<file path="src/shared/stc_pkg.sv">
`default_nettype none
package stc_pkg;

   // ==========================================================
   // widths
   localparam int ADDR_W     = 18;
   localparam int DATA_W     = 8;
   localparam int CREDIT_W   = 10;
   localparam int STATUS_W   = 2;
   localparam int PORT_W     = 8;
   localparam int MEM_ADDR_W = 9;
   localparam int NUM_BANKS  = 4;
   localparam int LEN_HI_W   = 2;
   localparam int LEN_W      = 10;
   localparam int LINE_BITS  = 128;

   // ==========================================================
   // register offsets
   localparam logic [17:0] OFS_CAL_CTRL    = 18'h30916;
   localparam logic [17:0] OFS_MEM_SEL     = 18'h30917;
   localparam logic [17:0] OFS_LEVEL_SEL   = 18'h30920;
   localparam logic [17:0] OFS_MAIN_REPEAT = 18'h30921;
   localparam logic [17:0] OFS_MAIN_LEN_HI = 18'h30922;
   localparam logic [17:0] OFS_MAIN_LEN_LO = 18'h30923;
   localparam logic [17:0] OFS_SHD_REPEAT  = 18'h30924;
   localparam logic [17:0] OFS_SHD_LEN_HI  = 18'h30925;
   localparam logic [17:0] OFS_SHD_LEN_LO  = 18'h30926;
   localparam logic [17:0] OFS_NUMFIFO     = 18'h30927;
   localparam logic [17:0] OFS_AGGR        = 18'h30930;

   // ==========================================================
   // field positions (bit 0 = lsb of the byte)
   localparam int BIT_CRED_SEL   = 1;
   localparam int BIT_STAT_SEL   = 0;
   localparam int BIT_CAL_DETECT = 1;
   localparam int FULL_SEL_MSB   = 7;
   localparam int EMPTY_SEL_MSB  = 3;

   // ==========================================================
   // reset values and codes
   localparam logic [7:0] RST_BYTE        = 8'h00;
   localparam logic [1:0] CAL_WORD_MAIN   = 2'h1;
   localparam logic [1:0] CAL_WORD_SHADOW = 2'h2;
   localparam logic [1:0] AGGR_INVALID    = 2'h3;

   // two-bit field of a bank, bank 0 in the top pair
   function automatic logic [1:0] bank_pair(input logic [7:0] value, input int bank);
      bank_pair = value[7 - 2 * bank -: 2];
   endfunction

endpackage
`default_nettype wire

</file>
<file path="src/core/stc_level_calc.sv">
`timescale 1ns/10ps
`default_nettype none
module stc_level_calc #(
   parameter int BANK_LINES = 32,
   parameter int LEVEL_W    = $clog2(BANK_LINES) + 1
) (
   input  wire logic               clock,
   input  wire logic               rst,
   input  wire logic [1:0]         fifo_count_code,
   input  wire logic               full_sel,
   input  wire logic               empty_sel,
   output logic      [LEVEL_W-1:0] full_level,
   output logic      [LEVEL_W-1:0] empty_level
);

   // ==========================================================
   // partition size in 128-bit lines
   wire logic [LEVEL_W-1:0] part_lines =
      LEVEL_W'(BANK_LINES >> fifo_count_code);
   wire logic [LEVEL_W-1:0] quarter    = part_lines >> 2;
   wire logic [LEVEL_W-1:0] three_q    = part_lines - quarter + LEVEL_W'(1);
   wire logic [LEVEL_W-1:0] one_q      = (quarter != '0) ? quarter - LEVEL_W'(1) : '0;
   wire logic [LEVEL_W-1:0] next_full  = full_sel ? three_q : part_lines;
   wire logic [LEVEL_W-1:0] next_empty = empty_sel ? one_q : '0;

   always_ff @(posedge clock or posedge rst)
   begin
      if (rst)
      begin
         full_level  <= '0;
         empty_level <= '0;
      end
      else
      begin
         full_level  <= next_full;
         empty_level <= next_empty;
      end
   end

   full_lvl_a: assert property (@(posedge clock) disable iff (rst)
      !full_sel && $stable(fifo_count_code) |=>
         full_level == LEVEL_W'(BANK_LINES >> $past(fifo_count_code)))
      else $error("full level not whole partition");

   empty_lvl_a: assert property (@(posedge clock) disable iff (rst)
      !empty_sel |=> empty_level == '0)
      else $error("empty level not zero");

endmodule
`default_nettype wire

</file>
<file path="src/core/stc_cal_detect.sv">
`timescale 1ns/10ps
`default_nettype none
module stc_cal_detect (
   input  wire logic       clock,
   input  wire logic       rst,
   input  wire logic       detect_enable,
   input  wire logic       sync_seen,
   input  wire logic       sym_valid,
   input  wire logic [1:0] sym,
   output logic            use_shadow
);

   typedef enum logic {STC_WAIT_SYNC, STC_EXPECT_WORD} stc_det_t;
   stc_det_t state;
   stc_det_t next_state;
   logic     next_shadow;

   // ==========================================================
   // word after the sync pattern picks the calendar
   always_comb
   begin
      next_state  = state;
      next_shadow = use_shadow;
      case (state)
         STC_WAIT_SYNC:
            if (sync_seen && detect_enable)
               next_state = STC_EXPECT_WORD;
         STC_EXPECT_WORD:
            if (sym_valid)
            begin
               next_state = STC_WAIT_SYNC;
               if (sym == stc_pkg::CAL_WORD_MAIN)
                  next_shadow = 1'b0;
               else if (sym == stc_pkg::CAL_WORD_SHADOW)
                  next_shadow = 1'b1;
            end
         default:
            next_state = STC_WAIT_SYNC;
      endcase
   end

   always_ff @(posedge clock or posedge rst)
   begin
      if (rst)
      begin
         state      <= STC_WAIT_SYNC;
         use_shadow <= 1'b0;
      end
      else
      begin
         state      <= next_state;
         use_shadow <= next_shadow;
      end
   end

   cal_switch_a: assert property (@(posedge clock) disable iff (rst)
      state == STC_EXPECT_WORD && sym_valid && sym == stc_pkg::CAL_WORD_SHADOW |=> use_shadow)
      else $error("shadow select word ignored");

endmodule
`default_nettype wire

</file>
<file path="src/core/stc_tx_config.sv">
// What this block does
// - credit memory, 512 byte addresses, 10-bit credits, reachable only with its select set
// - upper eight of nine address bits pick the port's credit
// - address bit 0 picks low credit byte or right-justified upper two bits
// - status memory 0..255 reachable with its select set and the credit select clear, two status bits right
// - per-bank full level: truly full, or three quarters of lines plus one
// - per-bank empty level: truly empty, or one quarter of lines minus one
// - every buffer line counts as 128 bits regardless of aggregation mode
// - eight-bit main calendar repeat count between framing patterns
// - main calendar length is 10 bits, two high bits then eight low bits
// - eight-bit shadow calendar repeat count between framing patterns
// - shadow calendar length, two high bits then eight low bits in next register
// - virtual fifo code 00,01,10,11 gives one, two, four, eight fifos
// - virtual fifo codes sit in bit pairs, bank 0 first
// - aggregation code selects 32, 64 or 128 bits; code 11 invalid
// - when enabled, calendar select word after frame sync switches main or shadow
`timescale 1ns/10ps
`default_nettype none
module stc_tx_config #(
   parameter int BANK_LINES = 32,
   parameter int LEVEL_W    = $clog2(BANK_LINES) + 1
) (
   input  wire logic                           clock,
   input  wire logic                           rst,
   input  wire logic [stc_pkg::ADDR_W-1:0]     host_addr,
   input  wire logic                           host_wr,
   input  wire logic                           host_rd,
   input  wire logic                           host_mem,
   input  wire logic [stc_pkg::DATA_W-1:0]     host_wdata,
   output logic      [stc_pkg::DATA_W-1:0]     host_rdata,
   output logic                                host_rvalid,
   input  wire logic [stc_pkg::PORT_W-1:0]     core_cred_port,
   output logic      [stc_pkg::CREDIT_W-1:0]   core_cred_data,
   input  wire logic                           core_stat_we,
   input  wire logic [stc_pkg::PORT_W-1:0]     core_stat_port,
   input  wire logic [stc_pkg::STATUS_W-1:0]   core_stat_data,
   input  wire logic                           status_sync,
   input  wire logic                           status_sym_valid,
   input  wire logic [1:0]                     status_sym,
   output logic      [7:0]                     main_calendar_repeat_count,
   output logic      [stc_pkg::LEN_W-1:0]      main_calendar_length,
   output logic      [7:0]                     shadow_calendar_repeat_count,
   output logic      [stc_pkg::LEN_W-1:0]      shadow_calendar_length,
   output logic      [7:0]                     bank_virtual_fifo_count,
   output logic      [7:0]                     bank_aggregation_mode,
   output logic      [3:0]                     aggregation_invalid,
   output logic      [4*LEVEL_W-1:0]           bank_full_level,
   output logic      [4*LEVEL_W-1:0]           bank_empty_level,
   output logic                                calendar_select_shadow
);

   // ==========================================================
   // storage
   logic [7:0]                   cal_ctrl;
   logic [7:0]                   internal_memory_access_select;
   logic [7:0]                   buffer_level_type_select;
   logic [stc_pkg::LEN_HI_W-1:0] main_len_high;
   logic [7:0]                   main_len_low;
   logic [stc_pkg::LEN_HI_W-1:0] shadow_len_high;
   logic [7:0]                   shadow_len_low;
   logic [stc_pkg::CREDIT_W-1:0] credit_mem [256];
   logic [stc_pkg::STATUS_W-1:0] status_mem [256];

   // ==========================================================
   // decode
   wire logic       reg_wr      = host_wr && !host_mem;
   wire logic       cred_en     = internal_memory_access_select[stc_pkg::BIT_CRED_SEL];
   wire logic       stat_en     = internal_memory_access_select[stc_pkg::BIT_STAT_SEL];
   wire logic       cred_access = host_mem && cred_en;
   wire logic       stat_access = host_mem && !cred_en && stat_en
                                  && host_addr[8] == 1'b0;
   wire logic [7:0] cred_port   = host_addr[8:1];
   wire logic       cred_hi     = host_addr[0];
   wire logic [7:0] stat_port   = host_addr[7:0];
   wire logic [stc_pkg::CREDIT_W-1:0] cred_word = credit_mem[cred_port];

   wire logic hit_cal_ctrl = host_addr == stc_pkg::OFS_CAL_CTRL;
   wire logic hit_mem_sel  = host_addr == stc_pkg::OFS_MEM_SEL;
   wire logic hit_level    = host_addr == stc_pkg::OFS_LEVEL_SEL;
   wire logic hit_main_rep = host_addr == stc_pkg::OFS_MAIN_REPEAT;
   wire logic hit_main_hi  = host_addr == stc_pkg::OFS_MAIN_LEN_HI;
   wire logic hit_main_lo  = host_addr == stc_pkg::OFS_MAIN_LEN_LO;
   wire logic hit_shd_rep  = host_addr == stc_pkg::OFS_SHD_REPEAT;
   wire logic hit_shd_hi   = host_addr == stc_pkg::OFS_SHD_LEN_HI;
   wire logic hit_shd_lo   = host_addr == stc_pkg::OFS_SHD_LEN_LO;
   wire logic hit_numfifo  = host_addr == stc_pkg::OFS_NUMFIFO;
   wire logic hit_aggr     = host_addr == stc_pkg::OFS_AGGR;

   // ==========================================================
   // read mux
   logic [7:0] next_rdata;
   always_comb
   begin
      next_rdata = 8'h00;
      if (host_mem && cred_access)
      begin
         if (cred_hi)
            next_rdata = {6'h00, cred_word[9:8]};
         else
            next_rdata = cred_word[7:0];
      end
      else if (host_mem && stat_access)
         next_rdata = {6'h00, status_mem[stat_port]};
      else if (host_mem)
         next_rdata = 8'h00;
      else if (hit_cal_ctrl)
         next_rdata = cal_ctrl & 8'h02;
      else if (hit_mem_sel)
         next_rdata = internal_memory_access_select & 8'h03;
      else if (hit_level)
         next_rdata = buffer_level_type_select;
      else if (hit_main_rep)
         next_rdata = main_calendar_repeat_count;
      else if (hit_main_hi)
         next_rdata = {6'h00, main_len_high};
      else if (hit_main_lo)
         next_rdata = main_len_low;
      else if (hit_shd_rep)
         next_rdata = shadow_calendar_repeat_count;
      else if (hit_shd_hi)
         next_rdata = {6'h00, shadow_len_high};
      else if (hit_shd_lo)
         next_rdata = shadow_len_low;
      else if (hit_numfifo)
         next_rdata = bank_virtual_fifo_count;
      else if (hit_aggr)
         next_rdata = bank_aggregation_mode;
   end

   always_ff @(posedge clock or posedge rst)
   begin
      if (rst)
      begin
         host_rdata  <= stc_pkg::RST_BYTE;
         host_rvalid <= 1'b0;
      end
      else
      begin
         host_rdata  <= host_rd ? next_rdata : stc_pkg::RST_BYTE;
         host_rvalid <= host_rd;
      end
   end

   // ==========================================================
   // configuration registers
   always_ff @(posedge clock or posedge rst)
   begin
      if (rst)
      begin
         cal_ctrl                      <= stc_pkg::RST_BYTE;
         internal_memory_access_select <= stc_pkg::RST_BYTE;
         buffer_level_type_select      <= stc_pkg::RST_BYTE;
         main_calendar_repeat_count    <= stc_pkg::RST_BYTE;
         shadow_calendar_repeat_count  <= stc_pkg::RST_BYTE;
         bank_virtual_fifo_count       <= stc_pkg::RST_BYTE;
         bank_aggregation_mode         <= stc_pkg::RST_BYTE;
         main_len_high                 <= '0;
         main_len_low                  <= stc_pkg::RST_BYTE;
         shadow_len_high               <= '0;
         shadow_len_low                <= stc_pkg::RST_BYTE;
      end
      else if (reg_wr)
      begin
         if (hit_cal_ctrl)
            cal_ctrl <= host_wdata & 8'h02;
         if (hit_mem_sel)
            internal_memory_access_select <= host_wdata & 8'h03;
         if (hit_level)
            buffer_level_type_select <= host_wdata;
         if (hit_main_rep)
            main_calendar_repeat_count <= host_wdata;
         if (hit_main_hi)
            main_len_high <= host_wdata[1:0];
         if (hit_main_lo)
            main_len_low <= host_wdata;
         if (hit_shd_rep)
            shadow_calendar_repeat_count <= host_wdata;
         if (hit_shd_hi)
            shadow_len_high <= host_wdata[1:0];
         if (hit_shd_lo)
            shadow_len_low <= host_wdata;
         if (hit_numfifo)
            bank_virtual_fifo_count <= host_wdata;
         if (hit_aggr)
            bank_aggregation_mode <= host_wdata;
      end
   end

   // ==========================================================
   // combined lengths, applied on the low byte write
   always_ff @(posedge clock or posedge rst)
   begin
      if (rst)
      begin
         main_calendar_length   <= '0;
         shadow_calendar_length <= '0;
      end
      else
      begin
         if (reg_wr && hit_main_lo)
            main_calendar_length <= {main_len_high, host_wdata};
         if (reg_wr && hit_shd_lo)
            shadow_calendar_length <= {shadow_len_high, host_wdata};
      end
   end

   // ==========================================================
   // memories: host writes gated by the selects
   always_ff @(posedge clock)
   begin
      if (host_wr && cred_access && !cred_hi)
         credit_mem[cred_port][7:0] <= host_wdata;
      if (host_wr && cred_access && cred_hi)
         credit_mem[cred_port][9:8] <= host_wdata[1:0];
      if (host_wr && stat_access)
         status_mem[stat_port] <= host_wdata[1:0];
      else if (core_stat_we)
         status_mem[core_stat_port] <= core_stat_data;
   end

   always_ff @(posedge clock or posedge rst)
   begin
      if (rst)
         core_cred_data <= '0;
      else
         core_cred_data <= credit_mem[core_cred_port];
   end

   // ==========================================================
   // aggregation code check
   always_ff @(posedge clock or posedge rst)
   begin
      if (rst)
         aggregation_invalid <= '0;
      else
         for (int b = 0; b < stc_pkg::NUM_BANKS; b++)
            aggregation_invalid[b] <= stc_pkg::bank_pair(bank_aggregation_mode, b)
                                      == stc_pkg::AGGR_INVALID;
   end

   // ==========================================================
   // per-bank levels and calendar select detection
   for (genvar g = 0; g < stc_pkg::NUM_BANKS; g++)
   begin : gen_bank
      stc_level_calc #(
         .BANK_LINES (BANK_LINES),
         .LEVEL_W    (LEVEL_W)
      ) u_level (
         .clock           (clock),
         .rst             (rst),
         .fifo_count_code (stc_pkg::bank_pair(bank_virtual_fifo_count, g)),
         .full_sel        (buffer_level_type_select[stc_pkg::FULL_SEL_MSB - g]),
         .empty_sel       (buffer_level_type_select[stc_pkg::EMPTY_SEL_MSB - g]),
         .full_level      (bank_full_level[g*LEVEL_W +: LEVEL_W]),
         .empty_level     (bank_empty_level[g*LEVEL_W +: LEVEL_W])
      );
   end

   stc_cal_detect u_cal (
      .clock         (clock),
      .rst           (rst),
      .detect_enable (cal_ctrl[stc_pkg::BIT_CAL_DETECT]),
      .sync_seen     (status_sync),
      .sym_valid     (status_sym_valid),
      .sym           (status_sym),
      .use_shadow    (calendar_select_shadow)
   );

   // ==========================================================
   // checks
   mem_gate_a: assert property (@(posedge clock) disable iff (rst)
      host_rd && host_mem && internal_memory_access_select[1:0] == 2'h0 |=> host_rdata == 8'h00)
      else $error("memory read without select");

   cred_hi_a: assert property (@(posedge clock) disable iff (rst)
      host_rd && cred_access && cred_hi |=> host_rdata[7:2] == 6'h00)
      else $error("credit high byte not right-justified");

   stat_pad_a: assert property (@(posedge clock) disable iff (rst)
      host_rd && stat_access |=> host_rdata[7:2] == 6'h00)
      else $error("status byte upper bits set");

   main_len_a: assert property (@(posedge clock) disable iff (rst)
      reg_wr && hit_main_lo |=> main_calendar_length == {$past(main_len_high), $past(host_wdata)})
      else $error("main length not combined");

   shd_len_a: assert property (@(posedge clock) disable iff (rst)
      reg_wr && hit_shd_lo |=> shadow_calendar_length == {$past(shadow_len_high), $past(host_wdata)})
      else $error("shadow length not combined");

   len_hold_a: assert property (@(posedge clock) disable iff (rst)
      reg_wr && hit_main_hi |=> $stable(main_calendar_length))
      else $error("main length changed on high write");

   main_rep_a: assert property (@(posedge clock) disable iff (rst)
      reg_wr && hit_main_rep |=> main_calendar_repeat_count == $past(host_wdata))
      else $error("main repeat count not stored");

   shd_rep_a: assert property (@(posedge clock) disable iff (rst)
      reg_wr && hit_shd_rep |=> shadow_calendar_repeat_count == $past(host_wdata))
      else $error("shadow repeat count not stored");

   aggr_bad_a: assert property (@(posedge clock) disable iff (rst)
      bank_aggregation_mode[7:6] == 2'h3 |=> aggregation_invalid[0])
      else $error("invalid aggregation not flagged");

   aggr_last_a: assert property (@(posedge clock) disable iff (rst)
      bank_aggregation_mode[1:0] == 2'h3 |=> aggregation_invalid[3])
      else $error("bank 3 invalid aggregation not flagged");

   cred_lo_wr_a: assert property (@(posedge clock) disable iff (rst)
      host_wr && cred_access && !cred_hi
      |=> credit_mem[$past(cred_port)][7:0] == $past(host_wdata))
      else $error("credit low byte not stored");

   cred_hi_wr_a: assert property (@(posedge clock) disable iff (rst)
      host_wr && cred_access && cred_hi
      |=> credit_mem[$past(cred_port)][9:8] == $past(host_wdata[1:0]))
      else $error("credit high bits not stored");

   stat_wr_a: assert property (@(posedge clock) disable iff (rst)
      host_wr && stat_access |=> status_mem[$past(stat_port)] == $past(host_wdata[1:0]))
      else $error("status entry not stored");

   cred_rd_a: assert property (@(posedge clock) disable iff (rst)
      host_rd && cred_access && !cred_hi |=> host_rdata == $past(cred_word[7:0]))
      else $error("credit low byte misread");

   cred_gate_a: assert property (@(posedge clock) disable iff (rst)
      host_wr && host_mem && internal_memory_access_select[1:0] == 2'h0
      |=> credit_mem[$past(cred_port)] == $past(cred_word))
      else $error("credit written without select");

   memsel_rsv_a: assert property (@(posedge clock) disable iff (rst)
      host_rd && !host_mem && hit_mem_sel |=> host_rdata[7:2] == 6'h00)
      else $error("select register reserved bits set");

   calctl_rsv_a: assert property (@(posedge clock) disable iff (rst)
      host_rd && !host_mem && hit_cal_ctrl |=> host_rdata[7:2] == 6'h00 && !host_rdata[0])
      else $error("calendar control reserved bits set");

   len_rsv_a: assert property (@(posedge clock) disable iff (rst)
      host_rd && !host_mem && (hit_main_hi || hit_shd_hi) |=> host_rdata[7:2] == 6'h00)
      else $error("length high reserved bits set");

endmodule
`default_nettype wire

</file>
<file path="config.mk">
export PLATFORM = sky130hd
export DESIGN_NAME = stc_tx_config
export DESIGN_NICKNAME = d
export VERILOG_FILES = /design/src/shared/stc_pkg.sv /design/src/core/stc_level_calc.sv /design/src/core/stc_cal_detect.sv /design/src/core/stc_tx_config.sv
export SDC_FILE = /design/constraint.sdc
export NUM_CORES = 2
export LEC_CHECK = 0
export BUFFER_PORTS_ARGS = -buffer_cell sky130_fd_sc_hd__buf_2
export CAP_MARGIN = 10
export CORE_MARGIN = 5
export CORE_UTILIZATION = 35
export DETAILED_ROUTE_END_ITERATION = 16
export PLACE_DENSITY = 0.56
export SLEW_MARGIN = 40
export SYNTH_ARGS = -nofsm -noshare
export SYNTH_HDL_FRONTEND = slang
export SYNTH_HIERARCHICAL = 1
export SYNTH_SLANG_ARGS = --single-unit
</file>
<file path="constraint.sdc">
create_clock -name clock -period 15.9 [get_ports clock]
set_input_delay 1.59 -clock clock [delete_from_list [all_inputs] [get_ports clock]]
set_output_delay 1.59 -clock clock [all_outputs]
set_load 0.01 [all_outputs]
</file>
==> flow_summary.yaml <==
sta:
  finalSetupViolCount: 0
  max_freq_ghz: 0.158
  finalSetupTns_ps: 0
  skew_ps: 71.9
  slew-limit-headroom_pct: 36.0
  min_period_ps: 6320
  hold_viol_final: 0
  maxSlewViolCount: 0
  rsz0062_at_grt: "no"
  finalCritPeriodShare_pct: 39.7
  worst_slew_pin_slew_ps: 960
grt:
  antenna_found_initial: 31
  overflow: 0
  grt_max_degree: 141
  grt_pass1_wl_um: 689000
  first_global_vias: 84500
  track_usage_pct: 22.4
critical_path:
  rr_startpoint: "internal_memory_access_select[1]$_DFFE_PP0P_"
  cp_top_family: "buffers and inverters"
  crit_top_cell: "buf_4"
  path_class: "input port to flip-flop"
  rr_endpoint: "status_mem[168][0]$_DFFE_PP_"
  critPathRequiredTime_ps: 16740
  r2r_slack_ps: 11750
  reg2regPathDepth: 7
  cpPeakStageDelay_ps: 740
  cp.buffers_inverters: 5
  cp-start-kind: "input port"
  worst_path_max_delay_cell: "buf_4"
  crit_path_max_fanout: 39
  end_kind: "flip-flop"
  cp_data_arrival_time_ps: 7160
  path_cells: "buf_12 > buf_4 > buf_4 > buf_4 > buf_4 > mux4_2 > a22o_1 > a211oi_1 > o41ai_1 > o211ai_1 > nand3_1 > and4_1"
hold_path:
  holdCritPathClass: "flip-flop to flip-flop"
  min-delay-start: "u_cal/state$_DFF_PP0_"
  whs_path_depth: 1
  hold_end: "u_cal/state$_DFF_PP0_"
cells_and_area:
  fin_area_um2: 167000
  drive_above_1_share_pct: 37.6
  nets: 7749
  area_growth_pct: 13.5
  fillCellCount: 37000
logic_synthesis:
  synth-async-reset-ratio_pct: 4.24
  yosysUniqueCellTypes: 77
  synth_edf_count: 3072
  ys_seq_area_share_pct: 65.0
  postSynthAreaPerCell_um2: 19.8
  syn-cell-area_um2: 147000
  ys_ff_latch: 3208
  synth-main-ff-cell: "edfxtp_1"
  syn-num-nets: 7521
  postSynthCellCount: 7434
  ys_warn_count: 6
floorplan:
  die_w_um: 659
  die_y_um: 659
  core-area_um2: 420000
  dieArea_um2: 434000
  initial_utilization_pct: 35.1
  fp-row-count: 238
  pin_count: 178
cts:
  cts_setup_buffers: 0
  clockBufferDepth: 4
  cts_root_buf: "clkbuf_16"
  cts_hold_buf: 0
  cts.sinks: 3208
  cts_htree_levels: 5
  cts_tree: "done"
  clk_pin_slew_worst_paths_ps: 60
  ctsResizeCount: 0
  numCtsBuffers: 344
  clk-insertion-delay-late_ps: 950
routing:
  ant_nets: 0
  avgRoutedWirePerCell_um: 36.8
  drc_errors: 0
  via_per_inst: 6.16
  drt_wl_total_um: 497000
  vias: 83000
  drtIter0Drc: 10900
  dr.pass1.iters: 6
placement:
  port_buffers: 177
  dp_hpwl_um: 326000
  place_area_um2: 156000
  place.gp.congestion: 0.908
status:
  status: "finished, final reports clean"
power_and_ir_drop:
  p_leak_nw: 51.3
  vdd_drop_max_v: 0.0000826
  cellPowerDensity_nw_per_um2: 113
job:
  cap_violations: 0
layout make-up:
class | instances | area (um2) | area share (%)
Clock buffer | 407 | 8930 | 5.34
Clock inverter | 217 | 2280 | 1.36
Multi-Input combinational cell | 3596 | 49300 | 29.5
Inverter | 28 | 109 | 0.0651
Sequential cell | 3208 | 95700 | 57.2
Tap cell | 5520 | 6910 | 4.13
Antenna cell | 20 | 50.0 | 0.0299
Timing Repair Buffer | 484 | 3970 | 2.38
Yosys cell counts, types with 16 or more instances:
cell type	instances	area [um2]
edfxtp_1	3072	92200
mux4_2	1672	37700
nor2_1	833	3130
clkbuf_1	295	1110
nand2_1	183	687
buf_2	170	851
dfrtp_1	136	3400
a22oi_1	120	901
mux2i_1	89	891
mux2_2	76	856
nand3_1	68	340
buf_4	61	458
o21ai_0	61	305
a21oi_1	48	240
buf_1	46	173
o22ai_1	38	238
nor3_1	37	185
ha_1	33	413
nor2b_1	28	175
and2_1	26	163
nand2b_1	25	156
buf_6	24	270
a211oi_1	22	165
inv_1	21	78.8
nand4_1	16	100
worst reg2reg max path: stages (launching register included):
cell,delay (ps)
dfrtp_1,390
and4bb_2,350
nand2_1,240
and2_1,610
nand2_1,190
nand2_4,530
buf_4,730
buf_6,750
through the flow:
| step | power (mW) | cells | worst slack [ps] | utilization [%] | hold slack, ps |
|---|---|---|---|---|---|
| floorplan | 10.3 | 7434 | 9360 | - | 451 |
| global placement | 10.9 | 12800 | 8330 | 36.9 | 462 |
| detailed placement | 10.9 | 12800 | 8320 | 37.1 | 476 |
| CTS | 19.0 | 13400 | 9360 | 39.7 | 484 |
| global route | 19.3 | 13500 | 9230 | 39.8 | 500 |
| finish | 18.9 | 13500 | 9580 | 39.8 | 491 |
sequential cells by signal, indices dropped and copies added (netlist names), 10 cells and up:
signal / cells
core_cred_data: 10
credit_mem: 2560
gen_bank.u_level/empty_level: 20
gen_bank.u_level/full_level: 24
status_mem: 512
cells by family (layout without fill, tap and decap cells):
family / count (synthesis) / after routing / share of synthesized area, %
other: 0 / 20 / 0
XOR/XNOR: 4 / 4 / 0.0238
AND/OR/NAND/NOR: 1308 / 1308 / 3.84
flip-flops: 3208 / 3208 / 65.0
AO/OA/AOI/OAI: 406 / 406 / 1.92
buffers and inverters: 630 / 1136 / 2.09
multiplexers: 1845 / 1845 / 26.9
adder cells (fa/ha/maj): 33 / 33 / 0.280
per-layer routing:
layer,vias to the layer above,track usage [%],routed length (um)
met5,-,0.0332,58
met4,8,8.85,24000
met3,850,4.98,48400
met2,4746,35.9,237000
met1,45300,29.8,187000
li1,32100,-,-
cells in the final DEF (no fill, tap or decap), types with 28 or more instances in the layout:
cell type / Yosys / layout
nor2_1: 833 / 632
buf_6: 24 / 28
clkinv_1: 1 / 81
a21oi_1: 48 / 44
a22oi_1: 120 / 120
clkbuf_1: 295 / 57
mux2i_1: 89 / 86
o22ai_1: 38 / 38
nand2_1: 183 / 175
nand3_1: 68 / 56
buf_2: 170 / 157
bufinv_16: 0 / 38
buf_4: 61 / 250
o21ai_0: 61 / 53
clkbuf_16: 0 / 346
edfxtp_1: 3072 / 3072
nor3_1: 37 / 35
clkinv_2: 0 / 57
mux2_2: 76 / 76
nor2_2: 2 / 200
mux4_2: 1672 / 1672
ha_1: 33 / 33
dfrtp_1: 136 / 136
worst max-delay path by stage:
stage,start,endpoint,slack [ps],depth (start not counted)
finish,host_addr[1],host_rdata[1]$_DFF_PP0_,9580,12
CTS,host_addr[1],host_rdata[3]$_DFF_PP0_,9360,10
global route,host_addr[1],host_rdata[0]$_DFF_PP0_,9230,12
global placement,host_addr[1],host_rdata[3]$_DFF_PP0_,8330,10
floorplan,host_mem,status_mem[0][0]$_DFFE_PP_,9360,7
detailed placement,host_addr[1],host_rdata[3]$_DFF_PP0_,8320,10
where the power goes:
| part | leakage, nW | switching (mW) | internal, mW |
|---|---|---|---|
| Combinational | 16.5 | 0.923 | 0.534 |
| Clock | 5.45 | 3.47 | 4.65 |
| Sequential | 29.3 | 0.0130 | 9.27 |
Power figures use the tool's default switching activity.
